$ cat config.mk
export PLATFORM = sky130hd
export DESIGN_NAME = mbcr_server
export DESIGN_NICKNAME = d
export VERILOG_FILES = /design/src/inc/mbcr_pkg.sv /design/src/logic/mbcr_client.sv /design/src/logic/mbcr_server.sv
export VERILOG_INCLUDE_DIRS = /design/src /design/src/inc
export SDC_FILE = /design/constraint.sdc
export NUM_CORES = 1
export LEC_CHECK = 0
export BUFFER_PORTS_ARGS = -buffer_cell sky130_fd_sc_hd__buf_2
export CORE_UTILIZATION = 45
export DETAILED_ROUTE_END_ITERATION = 12
export GPL_TIMING_DRIVEN = 0
export MAX_ROUTING_LAYER = met4
export PLACE_DENSITY = 0.66
export SYNTH_ARGS = -nofsm -noshare
export SYNTH_HDL_FRONTEND = slang
export SYNTH_SLANG_ARGS = --single-unit
$ cat constraint.sdc
create_clock -name ref_clk -period 4.4 [get_ports ref_clk]
set_clock_uncertainty 0.2 [all_clocks]
set_input_delay 0.22 -clock ref_clk [delete_from_list [all_inputs] [get_ports ref_clk]]
set_output_delay 0.22 -clock ref_clk [all_outputs]
set_load 0.05 [all_outputs]
$ cat src/inc/mbcr_defines.svh
`ifndef MBCR_DEFINES_SVH
`define MBCR_DEFINES_SVH
// ----------------------------------------------------------------
// protocol constants
// ----------------------------------------------------------------
`define MBCR_TCP_PORT 16'd502
`define MBCR_FC_RD_COILS 8'h01
`define MBCR_FC_RD_DISC 8'h02
`define MBCR_FC_RD_HOLD 8'h03
`define MBCR_FC_RD_INREG 8'h04
`define MBCR_FC_WR_COIL 8'h05
`define MBCR_FC_WR_REG 8'h06
`define MBCR_FC_RD_EXC 8'h07
`define MBCR_FC_WR_COILS 8'h0f
`define MBCR_FC_WR_REGS 8'h10
`define MBCR_EXC_FLAG 8'h80
`define MBCR_EXC_ILL_FUNC 8'h01
`define MBCR_EXC_ILL_ADDR 8'h02
`define MBCR_ADDR_MAX 16'h000f
`define MBCR_QTY_MIN 16'h0001
`define MBCR_QTY_MAX 16'h0010
`define MBCR_HDR_LEN 4'h7
`define MBCR_POINT_SCALE 16'd1000
`define MBCR_RAW_ADDR 8'hff
`endif

$ cat src/inc/mbcr_pkg.sv
package mbcr_pkg;
  // ----------------------------------------------------------------
  // server states
  // ----------------------------------------------------------------
  typedef enum logic [3:0] {
    MBCR_IDLE = 4'b0001,
    MBCR_RECV = 4'b0010,
    MBCR_EVAL = 4'b0100,
    MBCR_SEND = 4'b1000
  } mbcr_state_t;
endpackage

$ cat src/logic/mbcr_client.sv
`timescale 1ns/1ps
`default_nettype none
`include "mbcr_defines.svh"
module mbcr_client
  import mbcr_pkg::*;
(
  input wire logic ref_clk, // system clock
  input wire logic rst_n, // async reset
  input wire logic issue, // modbus_issue_request pulse
  input wire logic raw_mode, // send caller bytes verbatim
  input wire logic [7:0] raw_len, // raw byte count
  input wire logic [7:0] raw_byte, // raw byte at raw_idx
  output logic [7:0] raw_idx, // raw array index
  input wire logic [2:0] handle, // handle index, 0 = A
  input wire logic unit_given, // unit id supplied by caller
  input wire logic [7:0] unit_id, // caller unit id
  input wire logic [7:0] func, // function code
  input wire logic [15:0] start, // first point
  input wire logic [15:0] qty, // point count
  output logic [7:0] tx_data, // client byte stream
  output logic tx_valid, // byte valid
  output logic tx_last, // last byte of frame
  input wire logic tx_ready, // sink accepts
  output logic busy, // frame in flight
  input wire logic rsp_valid, // response byte strobe
  input wire logic rsp_first, // byte is function code
  input wire logic [7:0] rsp_byte, // response byte (pdu)
  output logic [7:0] last_func, // last_response_function_query
  output logic [7:0] last_exc // last_exception_code_query
);
  logic [7:0] cnt_r;
  logic [7:0] len_r;
  logic raw_r;
  logic got_func_r;
  logic [7:0] unit_w;
  logic [7:0] pbyte_w;
  logic fire_w;
  // unit id defaults to handle index plus one
  assign unit_w = unit_given ? unit_id : {5'h00, handle} + 8'h01;
  assign fire_w = tx_valid & tx_ready;
  assign raw_idx = cnt_r;
  // parameterised frame: mbap header then read-style pdu
  always_comb begin
    case (cnt_r)
      8'd5: pbyte_w = 8'h06;
      8'd6: pbyte_w = unit_w;
      8'd7: pbyte_w = func;
      8'd8: pbyte_w = start[15:8];
      8'd9: pbyte_w = start[7:0];
      8'd10: pbyte_w = qty[15:8];
      8'd11: pbyte_w = qty[7:0];
      default: pbyte_w = 8'h00;
    endcase
  end
  assign tx_data = raw_r ? raw_byte : pbyte_w;
  assign tx_valid = busy;
  assign tx_last = busy & (cnt_r == len_r - 8'h01);
  // byte sequencing
  always_ff @(posedge ref_clk or negedge rst_n) begin
    if (!rst_n) begin
      busy <= 1'b0;
      cnt_r <= 8'h00;
      len_r <= 8'h00;
      raw_r <= 1'b0;
    end else if (!busy) begin
      if (issue && !(raw_mode && raw_len == 8'h00)) begin
        busy <= 1'b1;
        cnt_r <= 8'h00;
        raw_r <= raw_mode;
        len_r <= raw_mode ? raw_len : 8'd12;
      end
    end else if (fire_w) begin
      cnt_r <= cnt_r + 8'h01;
      if (tx_last) begin
        busy <= 1'b0;
      end
    end
  end
  // keep function and exception code of last response
  always_ff @(posedge ref_clk or negedge rst_n) begin
    if (!rst_n) begin
      last_func <= 8'h00;
      last_exc <= 8'h00;
      got_func_r <= 1'b0;
    end else if (rsp_valid) begin
      got_func_r <= rsp_first;
      if (rsp_first) begin
        last_func <= rsp_byte;
        if (!rsp_byte[7]) begin
          last_exc <= 8'h00;
        end
      end else if (got_func_r && last_func[7]) begin
        last_exc <= rsp_byte;
      end
    end
  end
endmodule
`default_nettype wire

$ cat src/logic/mbcr_server.sv
`timescale 1ns/1ps
`default_nettype none
`include "mbcr_defines.svh"
module mbcr_server
  import mbcr_pkg::*;
(
  input wire logic ref_clk, // 125 MHz clock
  input wire logic rst_n, // async reset, low
  input wire logic [15:0] local_port, // tcp port of the session
  input wire logic [7:0] rx_data, // request byte, mbap first
  input wire logic rx_valid, // byte strobe
  input wire logic rx_last, // last byte of request
  output logic rx_ready, // server can take a byte
  output logic [7:0] tx_data, // response byte
  output logic tx_valid, // response byte valid
  output logic tx_last, // last response byte
  input wire logic tx_ready, // sink accepts
  input wire logic [15:0] dout_state, // digital outputs
  input wire logic [15:0] din_state, // digital inputs
  input wire logic analog_function_swap_setting, // swap fc3/fc4
  output logic [7:0] svc_func, // other code passed to handler
  output logic svc_req, // pulse: handler wanted
  output logic svc_analog_out, // handler reads analog outputs
  input wire logic issue, // modbus_issue_request pulse
  input wire logic raw_mode, // raw packet form
  input wire logic [7:0] raw_len, // raw byte count
  input wire logic [7:0] raw_byte, // raw array element
  output logic [7:0] raw_idx, // raw array index
  input wire logic [2:0] handle, // connection_handle_setup index
  input wire logic unit_given, // caller gave unit id
  input wire logic [7:0] unit_id, // caller unit id
  input wire logic [7:0] func, // client function code
  input wire logic [15:0] start, // client start point
  input wire logic [15:0] qty, // client quantity
  input wire logic [15:0] point, // local point number
  output logic [15:0] remote_point, // global i/o number
  output logic [7:0] ctx_data, // client byte stream
  output logic ctx_valid, // client byte valid
  output logic ctx_last, // client last byte
  input wire logic ctx_ready, // client sink accepts
  output logic cbusy, // client frame in flight
  input wire logic rsp_valid, // client response byte strobe
  input wire logic rsp_first, // response function byte
  input wire logic [7:0] rsp_byte, // response byte
  output logic [7:0] last_response_function_query, // last fc
  output logic [7:0] last_exception_code_query // last exception
);
  // ----------------------------------------------------------------
  // request capture
  // ----------------------------------------------------------------
  mbcr_state_t state_r;
  mbcr_state_t state_nxt;
  logic [3:0] rcnt_r;
  logic [7:0] hdr_r [0:3];
  logic [7:0] fc_r;
  logic [15:0] addr_r;
  logic [15:0] qty_r;
  logic [7:0] exc_r;
  logic [15:0] word_r;
  logic [3:0] tcnt_r;
  logic [3:0] tlen_r;
  logic [7:0] tbyte_w;
  logic known_w;
  logic bitread_w;
  logic addr_ok_w;
  logic qty_ok_w;
  logic port_ok_w;
  logic [15:0] src_w;
  logic [15:0] shifted_w;
  logic [15:0] mask_w;
  logic [7:0] bcnt_w;
  logic svc_w;

  // supported codes of the server role; the client role sends func without this check
  function automatic logic fc_known(input logic [7:0] f);
    case (f)
      `MBCR_FC_RD_COILS, `MBCR_FC_RD_DISC, `MBCR_FC_RD_HOLD,
      `MBCR_FC_RD_INREG, `MBCR_FC_WR_COIL, `MBCR_FC_WR_REG,
      `MBCR_FC_RD_EXC, `MBCR_FC_WR_COILS, `MBCR_FC_WR_REGS: begin
        fc_known = 1'b1;
      end
      default: fc_known = 1'b0;
    endcase
  endfunction

  // receive only while collecting a request
  assign rx_ready = (state_r == MBCR_IDLE) || (state_r == MBCR_RECV);

  // header bytes 0-3 are kept for the echo in the reply
  // byte 6 is the unit id and is dropped on purpose
  always_ff @(posedge ref_clk or negedge rst_n) begin
    if (!rst_n) begin
      rcnt_r <= 4'h0;
      fc_r <= 8'h00;
      addr_r <= 16'h0000;
      qty_r <= 16'h0000;
      for (int i = 0; i < 4; i++) hdr_r[i] <= 8'h00;
    end else if (rx_valid && rx_ready) begin
      rcnt_r <= rx_last ? 4'h0 : (rcnt_r == 4'hf ? rcnt_r : rcnt_r + 4'h1);
      case (rcnt_r)
        4'd0, 4'd1, 4'd2, 4'd3: hdr_r[rcnt_r[1:0]] <= rx_data;
        4'd7: fc_r <= rx_data;
        4'd8: addr_r[15:8] <= rx_data;
        4'd9: addr_r[7:0] <= rx_data;
        4'd10: qty_r[15:8] <= rx_data;
        4'd11: qty_r[7:0] <= rx_data;
        default: fc_r <= fc_r;
      endcase
    end
  end

  // ----------------------------------------------------------------
  // request check
  // ----------------------------------------------------------------
  // requests on any other port are dropped without a reply
  assign port_ok_w = (local_port == `MBCR_TCP_PORT);
  assign known_w = fc_known(fc_r);
  // of the known codes, only the two bit reads are answered by this block
  assign bitread_w = (fc_r == `MBCR_FC_RD_COILS) || (fc_r == `MBCR_FC_RD_DISC);
  assign addr_ok_w = (addr_r <= `MBCR_ADDR_MAX);
  // quantity bound, and range must stay inside the 16 points
  assign qty_ok_w = (qty_r >= `MBCR_QTY_MIN) && (qty_r <= `MBCR_QTY_MAX) &&
    ({1'b0, addr_r} + {1'b0, qty_r} <= 17'h10);
  assign svc_w = known_w && !bitread_w;
  // fc3/fc4 target chosen by the swap setting
  assign svc_analog_out = (fc_r == `MBCR_FC_RD_INREG) ^ analog_function_swap_setting;
  assign svc_func = fc_r;

  // ----------------------------------------------------------------
  // input synchroniser
  // ----------------------------------------------------------------
  // digital inputs come from pins and cross into this clock here
  // limitation: reads see the inputs two cycles late
  logic [15:0] din_meta_r;
  logic [15:0] din_sync_r;
  always_ff @(posedge ref_clk or negedge rst_n) begin
    if (!rst_n) begin
      din_meta_r <= 16'h0000;
      din_sync_r <= 16'h0000;
    end else begin
      din_meta_r <= din_state;
      din_sync_r <= din_meta_r;
    end
  end

  // ----------------------------------------------------------------
  // status packing
  // ----------------------------------------------------------------
  // pick the bit source, then bring the start point down to bit 0
  assign src_w = (fc_r == `MBCR_FC_RD_DISC) ? din_sync_r : dout_state;
  assign shifted_w = src_w >> addr_r[3:0];
  // ones for each requested point, zero beyond
  assign mask_w = (qty_r[4]) ? 16'hffff : ((16'h0001 << qty_r[3:0]) - 16'h0001);
  assign bcnt_w = (qty_r > 16'h0008) ? 8'h02 : 8'h01;

  // state register
  always_ff @(posedge ref_clk or negedge rst_n) begin
    if (!rst_n) begin
      state_r <= MBCR_IDLE;
    end else begin
      state_r <= state_nxt;
    end
  end

  // whole request taken before evaluation; port check gates service
  always_comb begin
    state_nxt = state_r;
    case (state_r)
      MBCR_IDLE: if (rx_valid) state_nxt = rx_last ? MBCR_EVAL : MBCR_RECV;
      MBCR_RECV: if (rx_valid && rx_last) state_nxt = MBCR_EVAL;
      MBCR_EVAL: state_nxt = (!port_ok_w || svc_w) ? MBCR_IDLE : MBCR_SEND;
      MBCR_SEND: if (tx_valid && tx_ready && tx_last) state_nxt = MBCR_IDLE;
      default: state_nxt = MBCR_IDLE;
    endcase
  end

  // one-cycle pulse; the handler owns the reply for these codes
  assign svc_req = (state_r == MBCR_EVAL) && port_ok_w && svc_w;

  // response fields latched at evaluation
  always_ff @(posedge ref_clk or negedge rst_n) begin
    if (!rst_n) begin
      exc_r <= 8'h00;
      word_r <= 16'h0000;
      tlen_r <= 4'h0;
      tcnt_r <= 4'h0;
    end else if (state_r == MBCR_EVAL) begin
      tcnt_r <= 4'h0;
      word_r <= shifted_w & mask_w;
      // exception replies are nine bytes, normal ones nine plus count
      if (!known_w) begin
        exc_r <= `MBCR_EXC_ILL_FUNC;
        tlen_r <= 4'd9;
      end else if (!addr_ok_w || !qty_ok_w) begin
        exc_r <= `MBCR_EXC_ILL_ADDR;
        tlen_r <= 4'd9;
      end else begin
        exc_r <= 8'h00;
        tlen_r <= 4'd9 + bcnt_w[3:0];
      end
    end else if (tx_valid && tx_ready) begin
      // back to zero at frame end so the next frame opens on byte 0
      tcnt_r <= tx_last ? 4'h0 : tcnt_r + 4'h1;
    end
  end

  // ----------------------------------------------------------------
  // response framing
  // ----------------------------------------------------------------
  // length = unit id + pdu bytes
  // bytes 9 and 10 only exist in normal coil or input replies
  always_comb begin
    case (tcnt_r)
      4'd0, 4'd1, 4'd2, 4'd3: tbyte_w = hdr_r[tcnt_r[1:0]];
      4'd4: tbyte_w = 8'h00;
      4'd5: tbyte_w = {4'h0, tlen_r} - {4'h0, `MBCR_HDR_LEN} + 8'h01;
      4'd6: tbyte_w = 8'h00;
      4'd7: tbyte_w = (exc_r != 8'h00) ? (fc_r | `MBCR_EXC_FLAG) : fc_r;
      4'd8: tbyte_w = (exc_r != 8'h00) ? exc_r : bcnt_w;
      4'd9: tbyte_w = word_r[7:0];
      4'd10: tbyte_w = word_r[15:8];
      default: tbyte_w = 8'h00;
    endcase
  end

  // byte register; the count is back at 0 before valid rises
  always_ff @(posedge ref_clk or negedge rst_n) begin
    if (!rst_n) begin
      tx_data <= 8'h00;
    end else begin
      tx_data <= tbyte_w;
    end
  end

  // data register lags count by one; valid waits a cycle after eval
  logic tv_r;
  always_ff @(posedge ref_clk or negedge rst_n) begin
    if (!rst_n) begin
      tv_r <= 1'b0;
    end else begin
      tv_r <= (state_nxt == MBCR_SEND) && !(tx_valid && tx_ready && tx_last) &&
        !(tx_valid && tx_ready);
    end
  end
  // the bubble halves throughput but keeps data and count aligned
  assign tx_valid = (state_r == MBCR_SEND) && tv_r;
  assign tx_last = tx_valid && (tcnt_r == tlen_r - 4'h1);

  // ----------------------------------------------------------------
  // client side
  // ----------------------------------------------------------------
  // i/o numbering for points reached through a client handle
  assign remote_point = 16'({13'h0, handle} * `MBCR_POINT_SCALE) + point;

  // client issuing and last-response bookkeeping
  mbcr_client u_client (
    .ref_clk(ref_clk),
    .rst_n(rst_n),
    .issue(issue),
    .raw_mode(raw_mode),
    .raw_len(raw_len),
    .raw_byte(raw_byte),
    .raw_idx(raw_idx),
    .handle(handle),
    .unit_given(unit_given),
    .unit_id(unit_id),
    .func(func),
    .start(start),
    .qty(qty),
    .tx_data(ctx_data),
    .tx_valid(ctx_valid),
    .tx_last(ctx_last),
    .tx_ready(ctx_ready),
    .busy(cbusy),
    .rsp_valid(rsp_valid),
    .rsp_first(rsp_first),
    .rsp_byte(rsp_byte),
    .last_func(last_response_function_query),
    .last_exc(last_exception_code_query)
  );
endmodule
`default_nettype wire

# Yosys cells after proc, flatten, opt, wreduce, memory -nomap -nowiden
# Memories as Yosys holds them, arrays and structs flattened.
# Index checks and enable logic that the tools add are counted.
# word_totals
mem_count,1
wordCells,186
out_inout_bits,72
ff_bits,188
inputBits,159
rom_bits,32
# memory_table
name,depth,width,rd,rd_clocked_by_memory_dff,write_ports,line_no,rtl
(no name shown),32,1,1,0,0,mbcr_server.sv:76,case (f)
# op_classes
mul,1
addsub,12
bitwise_logic,7
shift,2
n_mux,42
reduce_logical,49
order_cmp,8
n_eq_ne,38
# op_table
operator,count
8-bit 2-to-1 mux,14
8-bit case mux with 7 select lines,1
8-bit case mux with 6 select lines,1
4-bit 2-to-1 mux,11
"4-bit == test, second input constant",10
32-bit bitwise mux,1
"8-bit by 3-bit == test with 1-bit output, second input constant",4
"8-bit by 4-bit == test with 1-bit output, second input constant",4
16-bit 2-to-1 mux,2
"4-bit by 2-bit == test with 1-bit output, second input constant",5
2-bit AND reduction,10
16-bit by 16-bit adder with 17-bit output,1
"17-bit by 5-bit <= comparator with 1-bit output, second input constant",1
1-bit logical AND,17
13-bit by 16-bit adder with 16-bit output,1
16-bit AND,1
8-bit binary-select mux with 2-bit select,1
8-bit demux with 2-bit select,1
"16-bit by 9-bit == test with 1-bit output, second input constant",1
"4-bit by 3-bit == test with 1-bit output, second input constant",4
"16-bit by 1-bit greater-or-equal comparator with 1-bit output, second input constant",1
"16-bit by 4-bit > comparator with 1-bit output, second input constant",1
"16-bit by 4-bit <= comparator with 1-bit output, second input constant",1
"16-bit by 5-bit <= comparator with 1-bit output, second input constant",1
other kinds (37),64

# Longest topological paths before layout
# Gate-level depths: netlist of the first run.
# depth
ltp_word,10
ltp_mapped,13
depth_no_buf,13

# Cells and area by module
# From an unflattened synthesis of the first run, not the netlist that was laid out.
# hier_totals
hier_cells,1090
area_unflattened_um2,11243.3
# modules_own_cells
mod,n_inst,cells_per_inst,area_per_inst_um2,seq_area_each_um2
mbcr_server,1,810,8809.7,3654.8
mbcr_client,1,280,2433.6,875.8

# Worst setup path after synthesis of the first run
# Ideal clock, no wire load.
# synth_path
kind,register to register
startpoint,register state_r[2]
endpoint,register tv_r
path_slack_ps,396
path_stages_with_launch,9
arrival_ps,3657
setup_ps,147
n_path_buf,1
period_less_slack_ps,4004
path_cell_list,dfrtp_1 clkbuf_1 nand2b_1 nor4b_1 and4bb_2 a21oi_1 a31oi_1 nor3_1 nor4b_1
# synth_via
elab_chain_cells,9
elab_cells_between_ends,17
# synth_lines
element,line_no,rtl
from (decl),mbcr_server.sv:51,mbcr_state_t state_r;
from (signal assigned),mbcr_server.sv:161,state_r <= state_nxt;
4-bit == test,mbcr_server.sv:246,assign tx_valid = (state_r == MBCR_SEND) && tv_r;
1-bit logical AND,mbcr_server.sv:246,
via tx_valid,mbcr_server.sv:15,"output logic tx_valid,"
1-bit logical AND,mbcr_server.sv:247,assign tx_last = tx_valid && (tcnt_r == tlen_r - 4'h1);
via tx_last,mbcr_server.sv:16,"output logic tx_last,"
1-bit logical AND,mbcr_server.sv:172,MBCR_SEND: if (tx_valid && tx_ready && tx_last) state_nxt = MBCR_IDLE;
4-bit 2-to-1 mux,mbcr_server.sv:172,
4-bit case mux with 4 select lines,mbcr_server.sv:168,case (state_r)
via state_nxt[3],mbcr_server.sv:52,mbcr_state_t state_nxt;
4-bit == test,mbcr_server.sv:241,tv_r <= (state_nxt == MBCR_SEND) && !(tx_valid && tx_ready && tx_last) &&
1-bit logical AND (2 in series),mbcr_server.sv:241,
to (signal assigned),mbcr_server.sv:241,
to (decl),mbcr_server.sv:236,logic tv_r;
# The timed path passes the listed nets, and every way through them passes these cells.
# A chain may end at the register's enable or synchronous reset.

# Worst setup path in the final report of the first run
# layout_path
startpoint,input handle[0]
endpoint,output remote_point[14]
# layout_via
elab_chain_cells,2
# layout_lines
element,line_no,rtl
from (decl),mbcr_server.sv:29,"input wire logic [2:0] handle,"
3-bit by 7-bit multiplier with 10-bit output (no source line),--,
13-bit by 16-bit adder with 16-bit output,mbcr_server.sv:253,"assign remote_point = 16'({13'h0, handle} * `MBCR_POINT_SCALE) + point;"
to (decl),mbcr_server.sv:36,"output logic [15:0] remote_point,"
# Every way passes these cells.

==> results of run 1 <==
==> flip-flops by register name (all words and copies together) (netlist names) <==
register	flops
tv_r	1
u_client.got_func_r	1
din_meta_r	16
u_client.raw_idx	8
din_sync_r	16
tcnt_r	4
svc_func	8
addr_r	16
hdr_r	32
qty_r	16
exc_r	2
rcnt_r	4
u_client.last_exc	8
tlen_r	3
u_client.len_r	8
u_client.last_func	8
u_client.busy	1
state_r	4
tx_data	8
u_client.raw_r	1
word_r	16
==> placed cells by master, fill, tap and decap left out, drive strengths merged, types with 12 or more instances in the layout <==
cell,instances
ha,51
dlygate4sd3,48
inv,47
o21ai,66
nor3,21
nor4,13
mux4,25
nand2b,22
and2,18
xnor2,24
nand2,105
dfrtp,180
a22oi,18
nand4,12
nand3,35
xor2,15
clkbuf,67
nor2,60
buf,241
mux2,96
mux2i,14
a222oi,13
a21oi,39
==> metal layers <==
metal,vias up,track usage
met5,-,-
met4,0,0.0852
met3,41,0.0539
met2,352,0.433
met1,4671,0.317
li1,4601,-
==> power by group <==
part	switching (mW)	internal, mW	total [mW]	leakage, nW
sequential	0.323	2.09	2.41	2.30
combinational	1.95	1.23	3.18	3.85
clock	0.690	0.741	1.43	0.252
total	2.97	4.05	7.02	6.40
==> synthesized netlist by cell type, drive strengths merged, types with 4 or more instances <==
cell / count
or3: 6
a2111o: 4
a31oi: 8
and2: 18
a32o: 6
o2111ai: 4
a22oi: 18
xnor2: 24
ha: 51
nand2b: 22
a211oi: 7
and3: 6
nand4: 12
o31ai: 8
dfrtp: 180
mux2: 96
nor4: 13
clkbuf: 48
o21ai: 66
o21a: 5
nand2: 105
a222oi: 13
a21oi: 39
nor4b: 4
mux2i: 14
xor2: 15
nand3: 35
fa: 6
nor2: 60
nor3b: 5
mux4: 25
nor2b: 11
buf: 15
nor3: 21
a211o: 4
a2111oi: 5
nand3b: 7
a21o: 10
inv: 41
==> worst paths after layout <==
kind                               start                    end  slack [ns]  cells after the start
max in group asynchronous          rst_n  u_client.last_func[7]        2.92                      3
hold reg to reg            din_meta_r[4]          din_sync_r[4]        0.14                      0
setup reg to reg                qty_r[0]               exc_r[1]        0.70                      9
setup / recovery               handle[0]       remote_point[14]        0.39                     11
min in group asynchronous          rst_n              rcnt_r[0]        0.23                      2
hold / removal                  raw_mode      u_client.len_r[0]        0.01                      3
==> worst min-delay path, cell delays in order <==
cell	delay, ns
clkbuf_1	0.18
nand2_1	0.11
o21ai_0	0.08
==> layout make-up <==
cell class | instances | area [µm²]
fill | 2156 | 10500
multi-input combinational | 801 | 6200
sequential | 181 | 4530
timing repair buffer | 274 | 1640
clock buffer | 19 | 433
tap | 324 | 405
buffer | 63 | 292
inverter | 41 | 154
clock inverter | 13 | 118
antenna | 7 | 17.5
==> cells by family (layout without fill, tap and decap cells) <==
kind of cell | count (synthesis) | count (layout) | synth area share
and+or+nand+nor | 340 | 340 | 0.153
AOI/OAI and AO/OA | 229 | 229 | 0.143
DFF | 181 | 181 | 0.405
muxes | 135 | 135 | 0.160
buffers and inverters | 104 | 410 | 0.0399
adders and majority gates | 58 | 58 | 0.0688
xor gates and xnor gates | 39 | 39 | 0.0306
other | 0 | 7 | 0
==> impl_results.md, run 1 <==
* Top cell by count, worst path: fa_1
* Power Total at around 7 mW
* Clk sinks at between 150 and 200
* Met2 WL at 15,400 µm
* Status: complete, no violations
* Hold Path Class: in2reg
* Met3 routed WL at 2040 µm
* Die Width at 160 µm
* Critical path class: in2out
* Top routing layer used: met4
* Setup tns final at 0 ns
* Root buf cell: clkbuf_16
* Drc violations at 0
* Area delta synth->final at 23.4%
* Leakage Power at 6.40 nW
* # rows at 57
* Synth warn at 0
* Post-CTS Resized at 0
* Initial Util at 0.459
* Syn Nets at roughly 1,300
* I/O pin total at 231
* Pwr dens at 509 nW/µm²
* CTS Buffer Depth at 2
* Ys flop type: dfrtp_1
* Max cap viols at 0
* Min cycle time layout at 4.01 ns
* CTS clk-pin slew, worst paths at around 0.07 ns
* Routed wire length at roughly 32,000 µm
* RSZ-0062 raised after global routing: false
* Average wire per standard cell at 18.3 µm
* Final cell count without fillers at roughly 1,700
* Top cells by area, synth: dfrtp_1 40%, mux2_2 9.7%, ha_1 5.7%, mux4_2 5.0%, nand2_1 3.5%
* DRT met1 WL at 13,200 µm
* Final setup viols at 0
* Crit path DAT at roughly 3.6 ns
* GRT overflow at 0
* Die Y at between 150 and 200 µm
* Fin nets at 1,595
* Post-synth top area share at 0.403
* Via count at 9,665
* Netlist cell types at just under 80
* Inst Count DP at 1,636
* Layout cells sized above 1 at 0.290
* Netlist area before placement at 11,200 µm²
* Period Utilization, post-route at 0.911
* Core area at 24,300 µm²
* Placement Cell Area at approximately 13,000 µm²
* # port buffers at 225
* Req. time, crit path at 3.98 ns
* Slowest stage delay, CP at 0.59 ns
* Design area at 13,800 µm²
* Util after Layout at 0.567
* CTS tree: done
* Vias in the first global route at 9,642
* Setup repair bufs after CTS at 0
* Antenna Nets Post-Route at 0
* Hold-fix buffers at CTS at 48
* Cell type with the highest aggregate area in the netlist: dfrtp_1
* CTS buffer count at 17
* Routability Congestion at ~0.94
* Rel. slew slack at 0.258
* Die area at 25,500 µm²
* Worst path cell trace: buf_2 -> fa_1 -> fa_1 -> fa_1 -> ha_1 -> nand2_1 -> o21ai_0 -> a41oi_1 -> or3_1 -> nand4_1 -> buf_2
* DR vias/cell at approximately 5.6
* Mapped Cells at 1,086
* Setup ws final at 0.392 ns
* Slew Viols, Final at 0
* DP HPWL at 24,400 µm
* Worst slew pin tran at 1.10 ns
* Share of flip-flops with an asynchronous set or reset at 1.00
* First-pass iteration count of the detailed router at 8
* Max VDD drop at 0.307 mV
* Largest net degree at the start of global routing at 109
* Worst path bufs/invs at 2
* H-tree depth at 4
* Synth Area per Inst at 10.3 µm²
* Largest delay share family, worst path: adder cells
* CP Capture Type: primary output
* Skew-Pair Late Insertion Delay at 0.43 ns
* Antenna violations before repair at 7
* Crit start category: primary input
* Pre-CTS setup slack at 0.434 ns
* Hold_ws at 0.0114 ns
* All-Layer GR Usage at 0.261
* Starting DRT DRC Count at 557
* Fmax at about 250 MHz
* Seq/Total Area, Yosys at 0.405
* Critical path's slowest cell: fa_1
* Number of synthesized register bits at 181
* EDFF count, synth at 0
* First-pass GRT wire length at approximately 51,000 µm
* Crit path max fanout at 7
* Final Hold Viols at 0
(Power assumes the default switching activity.)
==> run 2, diff against run 1 <==
--- a/config.mk
+++ b/config.mk
@@ -11,4 +11,5 @@
 export DETAILED_ROUTE_END_ITERATION = 12
 export GPL_TIMING_DRIVEN = 0
+export HOLD_SLACK_MARGIN = 0.03
 export MAX_ROUTING_LAYER = met4
 export PLACE_DENSITY = 0.66
--- a/constraint.sdc
+++ b/constraint.sdc
@@ -3,3 +3,3 @@
 set_input_delay 0.22 -clock ref_clk [delete_from_list [all_inputs] [get_ports ref_clk]]
 set_output_delay 0.22 -clock ref_clk [all_outputs]
-set_load 0.05 [all_outputs]
+set_load 0.1 [all_outputs]
==> run 2 against run 1 <==
  * Hold slack improved by 0.030 ns
  * Sequential power barely moved
  * Critical path depth did not move
  * Utilization rose by 0.34 points
  * Count of clock-buffer cells in the layout rose by 3
  * Non-clock buffer count rose by 4
  * Sequential cell count did not move
  * Combinational power rose by 25%
  * Die area did not move
  * Routed wire length rose by 2.3%
  * Global-route usage rose by 0.43 points
  * First-iteration DRC count rose by 30%
  * Critical path type unchanged
  * Highest routed layer unchanged
==> impl_results.md, run 2 (same netlist as run 1, synthesis figures left out) <==
* Period Utilization, post-route at 0.949
* Antenna violations before repair at 7
* Sw frac at 0.478
* Clock network power share at 0.186
* Setup ws final at 0.225 ns
* Starting DRT DRC Count at 724
* CTS tree: done
* Core area at 24,300 µm²
* DR vias/cell at roughly 5.6
* Leakage Power at roughly 6.4 nW
* Commonest cells after routing, fill and taps aside: 226 x buf_2, 180 x dfrtp_1, 105 x nand2_1, 96 x mux2_2, 65 x o21ai_0
* Vias in the first global route at 9,592
* Startpoint of the worst hold path: issue
* Top reg by flops: hdr_r
* Fmax at about 240 MHz
* Met3 global-route usage at 0.0524
* CTS Buffer Depth at 2
* Rel. slew slack at 0.230
* Initial Util at 0.459
* Int Pwr at about 4 mW
* Commonest non-fill, non-tap cell in the layout: buf_2
* CP Capture Type: primary output
* Setup tns final at 0 ns
* Layout cells sized above 1 at 0.292
* H-tree depth at 4
* Hold Path Class: in2reg
* Power share of the combinational group at 0.507
* Design area at 13,900 µm²
* RSZ-0062 raised after global routing: false
* Status: complete, no violations
* Fin nets at 1,599
* First-pass GRT wire length at a little over 50,000 µm
* Max reg flops at 32
* Routability Congestion at 0.934
* Switching Power at between 3 and 4 mW
* Pre-CTS setup slack at 0.239 ns
* # rows at 57
* Via count at 9,706
* Final Hold Viols at 0
* Global-route track usage on met1 at 0.323
* Pwr dens at 566 nW/µm²
* Critical path class: in2out
* Placement Cell Area at 12,800 µm²
* Crit path DAT at 3.75 ns
* I/O pin total at about 230
* Area delta synth->final at 24.2%
* Min cycle time layout at between 4 and 5 ns
* Max cap viols at 0
* Root buf cell: clkbuf_16
* Largest net degree at the start of global routing at 125
* Crit start category: primary input
* Part of the power in registers at 0.307
* Register-to-Register Setup Slack at 0.71 ns
* Skew-Pair Late Insertion Delay at about 0.44 ns
* CTS buffer count at 17
* Setup repair bufs after CTS at 0
* Routed wire length at approximately 32,000 µm
* GRT overflow at 0
* All-Layer GR Usage at 0.265
* DP HPWL at 24,300 µm
* Die Y at 160 µm
* R2r startpoint: qty_r[0]
* Crit path max fanout at 7
* Max VDD drop at 0.502 mV
* Drc violations at 0
* Clk sinks at 181
* Antenna Nets Post-Route at 0
* First-pass iteration count of the detailed router at 7
* CTS clk-pin slew, worst paths at 0.06 ns
* Met2 Use GR at 0.434
* Slew Viols, Final at 0
* Final setup viols at 0
* Top Usage Layer GRT: met2
* Die Width at 160 µm
* Setup crit start: handle[0]
* Hold_ws at 0.0416 ns
* Worst slew pin tran at approximately 1.1 ns
* Req. time, crit path at 3.98 ns
* # port buffers at 225
* Die area at 25,500 µm²
* Average wire per standard cell at around 19 µm
## run 2: worst paths after layout
path | end | cells after the start
setup / recovery | remote_point[14] | 11
hold / removal | u_client.raw_idx[7] | 4
hold reg to reg | din_sync_r[9] | 0
min in group asynchronous | rcnt_r[2] | 2
max in group asynchronous | din_sync_r[0] | 3
setup reg to reg | exc_r[1] | 9
## run 2: per-layer routing
| layer | share of wire | wire [µm] |
|---|---|---|
| met4 | 0.032 | 1050 |
| met3 | 0.059 | 1910 |
| met1 | 0.42 | 13600 |
| met2 | 0.49 | 15700 |
| met5 | 0 | 0 |
## run 2: what timing repair did
item	4_1_cts	5_1_grt
endpoints found under the setup margin	0	0
resized for setup	0	0
endpoints found under the hold margin	164	0
hold buffers	52	0
## run 2: cell type report
class                      instances  area (µm²)
inverter                          41         154
buffer                            63         292
sequential                       181        4530
timing repair buffer             278        1680
clock buffer                      22         474
antenna                            8        20.0
clock inverter                    10        87.6
tap                              324         405
fill                            2157       10400
multi-input combinational        801        6230
## run 2: through the flow
stage | power (mW) | util | instances
after detailed placement | 6.36 | 0.525 | 1636
after global placement | 6.28 | 0.524 | 1635
after floorplan | 5.50 | - | 1086
after global routing | 8.27 | 0.570 | 1727
after CTS | 7.88 | 0.570 | 1720
final | 7.86 | 0.571 | 1728
## run 2: power by group through the flow
stage | Combinational, mW | Sequential [mW] | Clock [mW]
floorplan | 2.43 | 3.07 | 0
global placement | 3.87 | 2.42 | 0
detailed placement | 3.93 | 2.43 | 0
CTS | 3.98 | 2.41 | 1.49
global route | 4.24 | 2.47 | 1.56
finish | 3.98 | 2.41 | 1.46
## run 2: worst max-delay path, stage by stage
cell     delay, ns
buf_2         0.17
fa_1          0.61
fa_1          0.48
fa_1          0.48
ha_1          0.36
nand2_1       0.07
o21ai_0       0.25
a41oi_1       0.21
or3_1         0.38
nand4_1       0.10
buf_2         0.43
==> run 3, diff against run 2 <==
Settings changed: ABC_AREA from default to 1, PLACE_DENSITY 0.66 to 0.65, SYNTH_HIERARCHICAL from default to 1.
==> run 3 against run 2 <==
  * Critical path depth up 3
  * Cell count increased by 27%
  * Die area grew 3.1%
  * Global-route usage increased by 1.4 points
  * Non-clock buffer count fell by 21
  * Cell area increased by 2.4%
  * Combinational power rose by 25%
  * Fmax decreased by 0.90%
  * Register-to-register slack better by 0.63 ns
  * Sequential power grew 6%
  * Clock power about the same
  * Utilization decreased by 0.66 points
  * Largest cell class unchanged
==> impl_results.md, run 3 <==
* Met3 routed WL at 1630 µm
* EDFF count, synth at 0
* R2r startpoint: tcnt_r[0]
* Most frequent cell after synthesis: nand2_1
* DP HPWL at 26,700 µm
* Leakage Power at 7.37 nW
* First-pass iteration count of the detailed router at 6
* Initial Util at 0.458
* Cell type with the highest aggregate area in the netlist: dfrtp_1
* Top reg by flops: hdr_r
* Sw frac at 0.534
* Crit start category: primary input
* Hold_ws at 0.0433 ns
* GRT overflow at 0
* Crit path DAT at approximately 3.8 ns
* Max cap viols at 0
* Die Width at around 160 µm
* RSZ-0062 raised after global routing: false
* Rel. slew slack at 0.409
* Final cell count without fillers at 2,203
* Syn Nets at 1,779
* # rows at 58
* Clk sinks at ~180
* Min cycle time layout at 4.21 ns
* Status: complete, no violations
* Design area at 14,200 µm²
* Multi-input gate area at 6140 µm²
* Pwr dens at 633 nW/µm²
* Share of flip-flops with an asynchronous set or reset at 1.00
* Die Y at between 150 and 200 µm
* Synth Area per Inst at around 7.4 µm²
* Ys flop type: dfrtp_1
* Area delta synth->final at 23.3%
* Part of the power in registers at 0.285
* Setup crit start: handle[0]
* Post-synth top area share at 0.391
* Max VDD drop at 0.615 mV
* Routability Congestion at 0.942
* Met2 WL at roughly 17,000 µm
* Final Hold Viols at 0
* Core area at 25,200 µm²
* First-pass GRT wire length at 56,100 µm
* Antenna Nets Post-Route at 0
* Commonest cells after routing, fill and taps aside: 470 x nand2_1, 239 x buf_2, 180 x dfrtp_1, 175 x nand3_1, 158 x inv_1
* Antenna violations before repair at 3
* Req. time, crit path at 3.98 ns
* Power share of the combinational group at 0.555
* Largest delay share family, worst path: adder cells
* Setup ws final at 0.188 ns
* Largest net degree at the start of global routing at 103
* Commonest non-fill, non-tap cell in the layout: nand2_1
* Slowest stage delay, CP at 0.61 ns
* Root buf cell: clkbuf_16
* DRT met1 WL at 15,200 µm
* Critical path's slowest cell: fa_1
* CTS buffer count at 17
* Die area at ~26,000 µm²
* CTS clk-pin slew, worst paths at 0.07 ns
* Netlist area before placement at between 10,000 and 15,000 µm²
* Hold Path Class: in2reg
* Layout cells sized above 1 at 0.184
* Switching Power at around 4.8 mW
* # port buffers at 226
* CTS tree: done
* Pre-CTS setup slack at -0.112 ns
* Setup repair bufs after CTS at 0
* Fmax at 237 MHz
* Slew Viols, Final at 0
* Number of synthesized register bits at 181
* Sequential Area at 4530 µm²
* Final setup viols at 0
* Top cell by count, worst path: fa_1
* Drc violations at 0
* Placement Cell Area at 13,100 µm²
* Int Pwr at roughly 4.2 mW
* Starting DRT DRC Count at ~840
* Number of fill cells in the layout at between 2,000 and 2,500
* Top cells by area, synth: dfrtp_1 39%, nand2_1 15%, nand3_1 7.6%, o21ai_0 5.8%, ha_1 5.6%
* Clock network power share at 0.160
* Fin nets at 2,075
* CP Capture Type: primary output
* Worst path cell trace: buf_2 -> fa_1 -> fa_1 -> fa_1 -> xor2_1 -> ha_1 -> nand2_1 -> a21oi_1 -> a211oi_1 -> o21ai_1 -> a31oi_1 -> nor2_1 -> xor2_2 -> clkbuf_4
* CTS Buffer Depth at 2
* Synth warn at 6
* H-tree depth at 4
* Seq/Total Area, Yosys at 0.393
* Setup tns final at 0 ns
* Mapped Cells at ~1,600
* All-Layer GR Usage at 0.280
* Crit path max fanout at 7
* Routed wire length at between 30,000 and 40,000 µm
* Average wire per standard cell at 15.7 µm
* Startpoint of the worst hold path: rx_data[6]
* Period Utilization, post-route at 0.957
* Power Total at approximately 9.0 mW
* Top routing layer used: met4
* Critical path class: in2out
* Most frequent cells after synthesis: 470 x nand2_1, 180 x dfrtp_1, 175 x nand3_1
* Worst slew pin tran at approximately 0.88 ns
* Vias in the first global route at 11,000
* Max reg flops at 32
* Skew-Pair Late Insertion Delay at 0.44 ns
* DR vias/cell at 5.23
* Worst path bufs/invs at 2
* I/O pin total at 231
* Inst Count DP at 2,119
* Netlist cell types at 53
* Util after Layout at 0.564
* Via count at 11,500
[run 3: changes by cell type after synthesis, sizes merged, moves of 37 or more]
cell / change
clkbuf: -37
inv: +125
mux2: -89
nand2: +378
nand3: +143
nor2: +51
o21ai: +78
[run 3: per-layer routing]
layer | up-vias | track usage
met2 | 337 | 0.459
met4 | 0 | 0.0922
met1 | 5372 | 0.351
met5 | - | -
li1 | 5756 | -
met3 | 56 | 0.0460
[run 3: cell families after synthesis]
logic type	count (synthesis)	share of synthesized area
AOI/OAI and AO/OA	239	0.116
adders and majority gates	58	0.0669
and+or+nand+nor	843	0.321
buffers and inverters	211	0.0779
DFF	181	0.393
xor gates and xnor gates	23	0.0175
muxes	7	0.00684
[run 3: cell type report]
type,count,area share
inverters,168,0.0444
clock inverters,14,0.00837
multi-input cells,1170,0.432
flip-flops and latches,181,0.319
diodes,3,0.000529
repair buffers,277,0.118
clock buffers,17,0.0300
plain buffers,43,0.0188
well taps,330,0.0291
[run 3: what timing repair did]
action                     in CTS  in global routing
hold buffers                   50                  0
hold endpoints to repair      137                  0
resized for setup               1                  1
setup endpoints to repair       1                  1
[run 3: final timing paths]
check                                             end  slack [ns]  cells past startpoint
min in group asynchronous       u_client/last_func[3]        0.14                      2
worst max-delay path                 remote_point[15]        0.19                     14
max in group asynchronous                   qty_r[15]        2.93                      3
worst max register to register             tx_data[3]        1.34                     10
worst min-delay path                         qty_r[6]        0.04                      3
worst min register to register          din_sync_r[4]        0.15                      0
[run 3: worst reg2reg max path: stages (launching register included)]
cell      delay, ns
dfrtp_1        0.42
buf_2          0.20
clkinv_1       0.17
clkbuf_1       0.44
ha_1           0.27
nor2_1         0.05
a211oi_1       0.75
nand2_1        0.16
o221ai_1       0.12
a21oi_1        0.07
o21ai_0        0.13
[run 3: power groups by stage]
stage	combinational [mW]	sequential, mW	clock (mW)
after CTS	4.97	2.55	1.47
final	4.99	2.56	1.44
after global placement	4.87	2.57	0
after detailed placement	4.91	2.57	0
after global routing	5.43	2.62	1.54
after floorplan	3.12	3.22	0
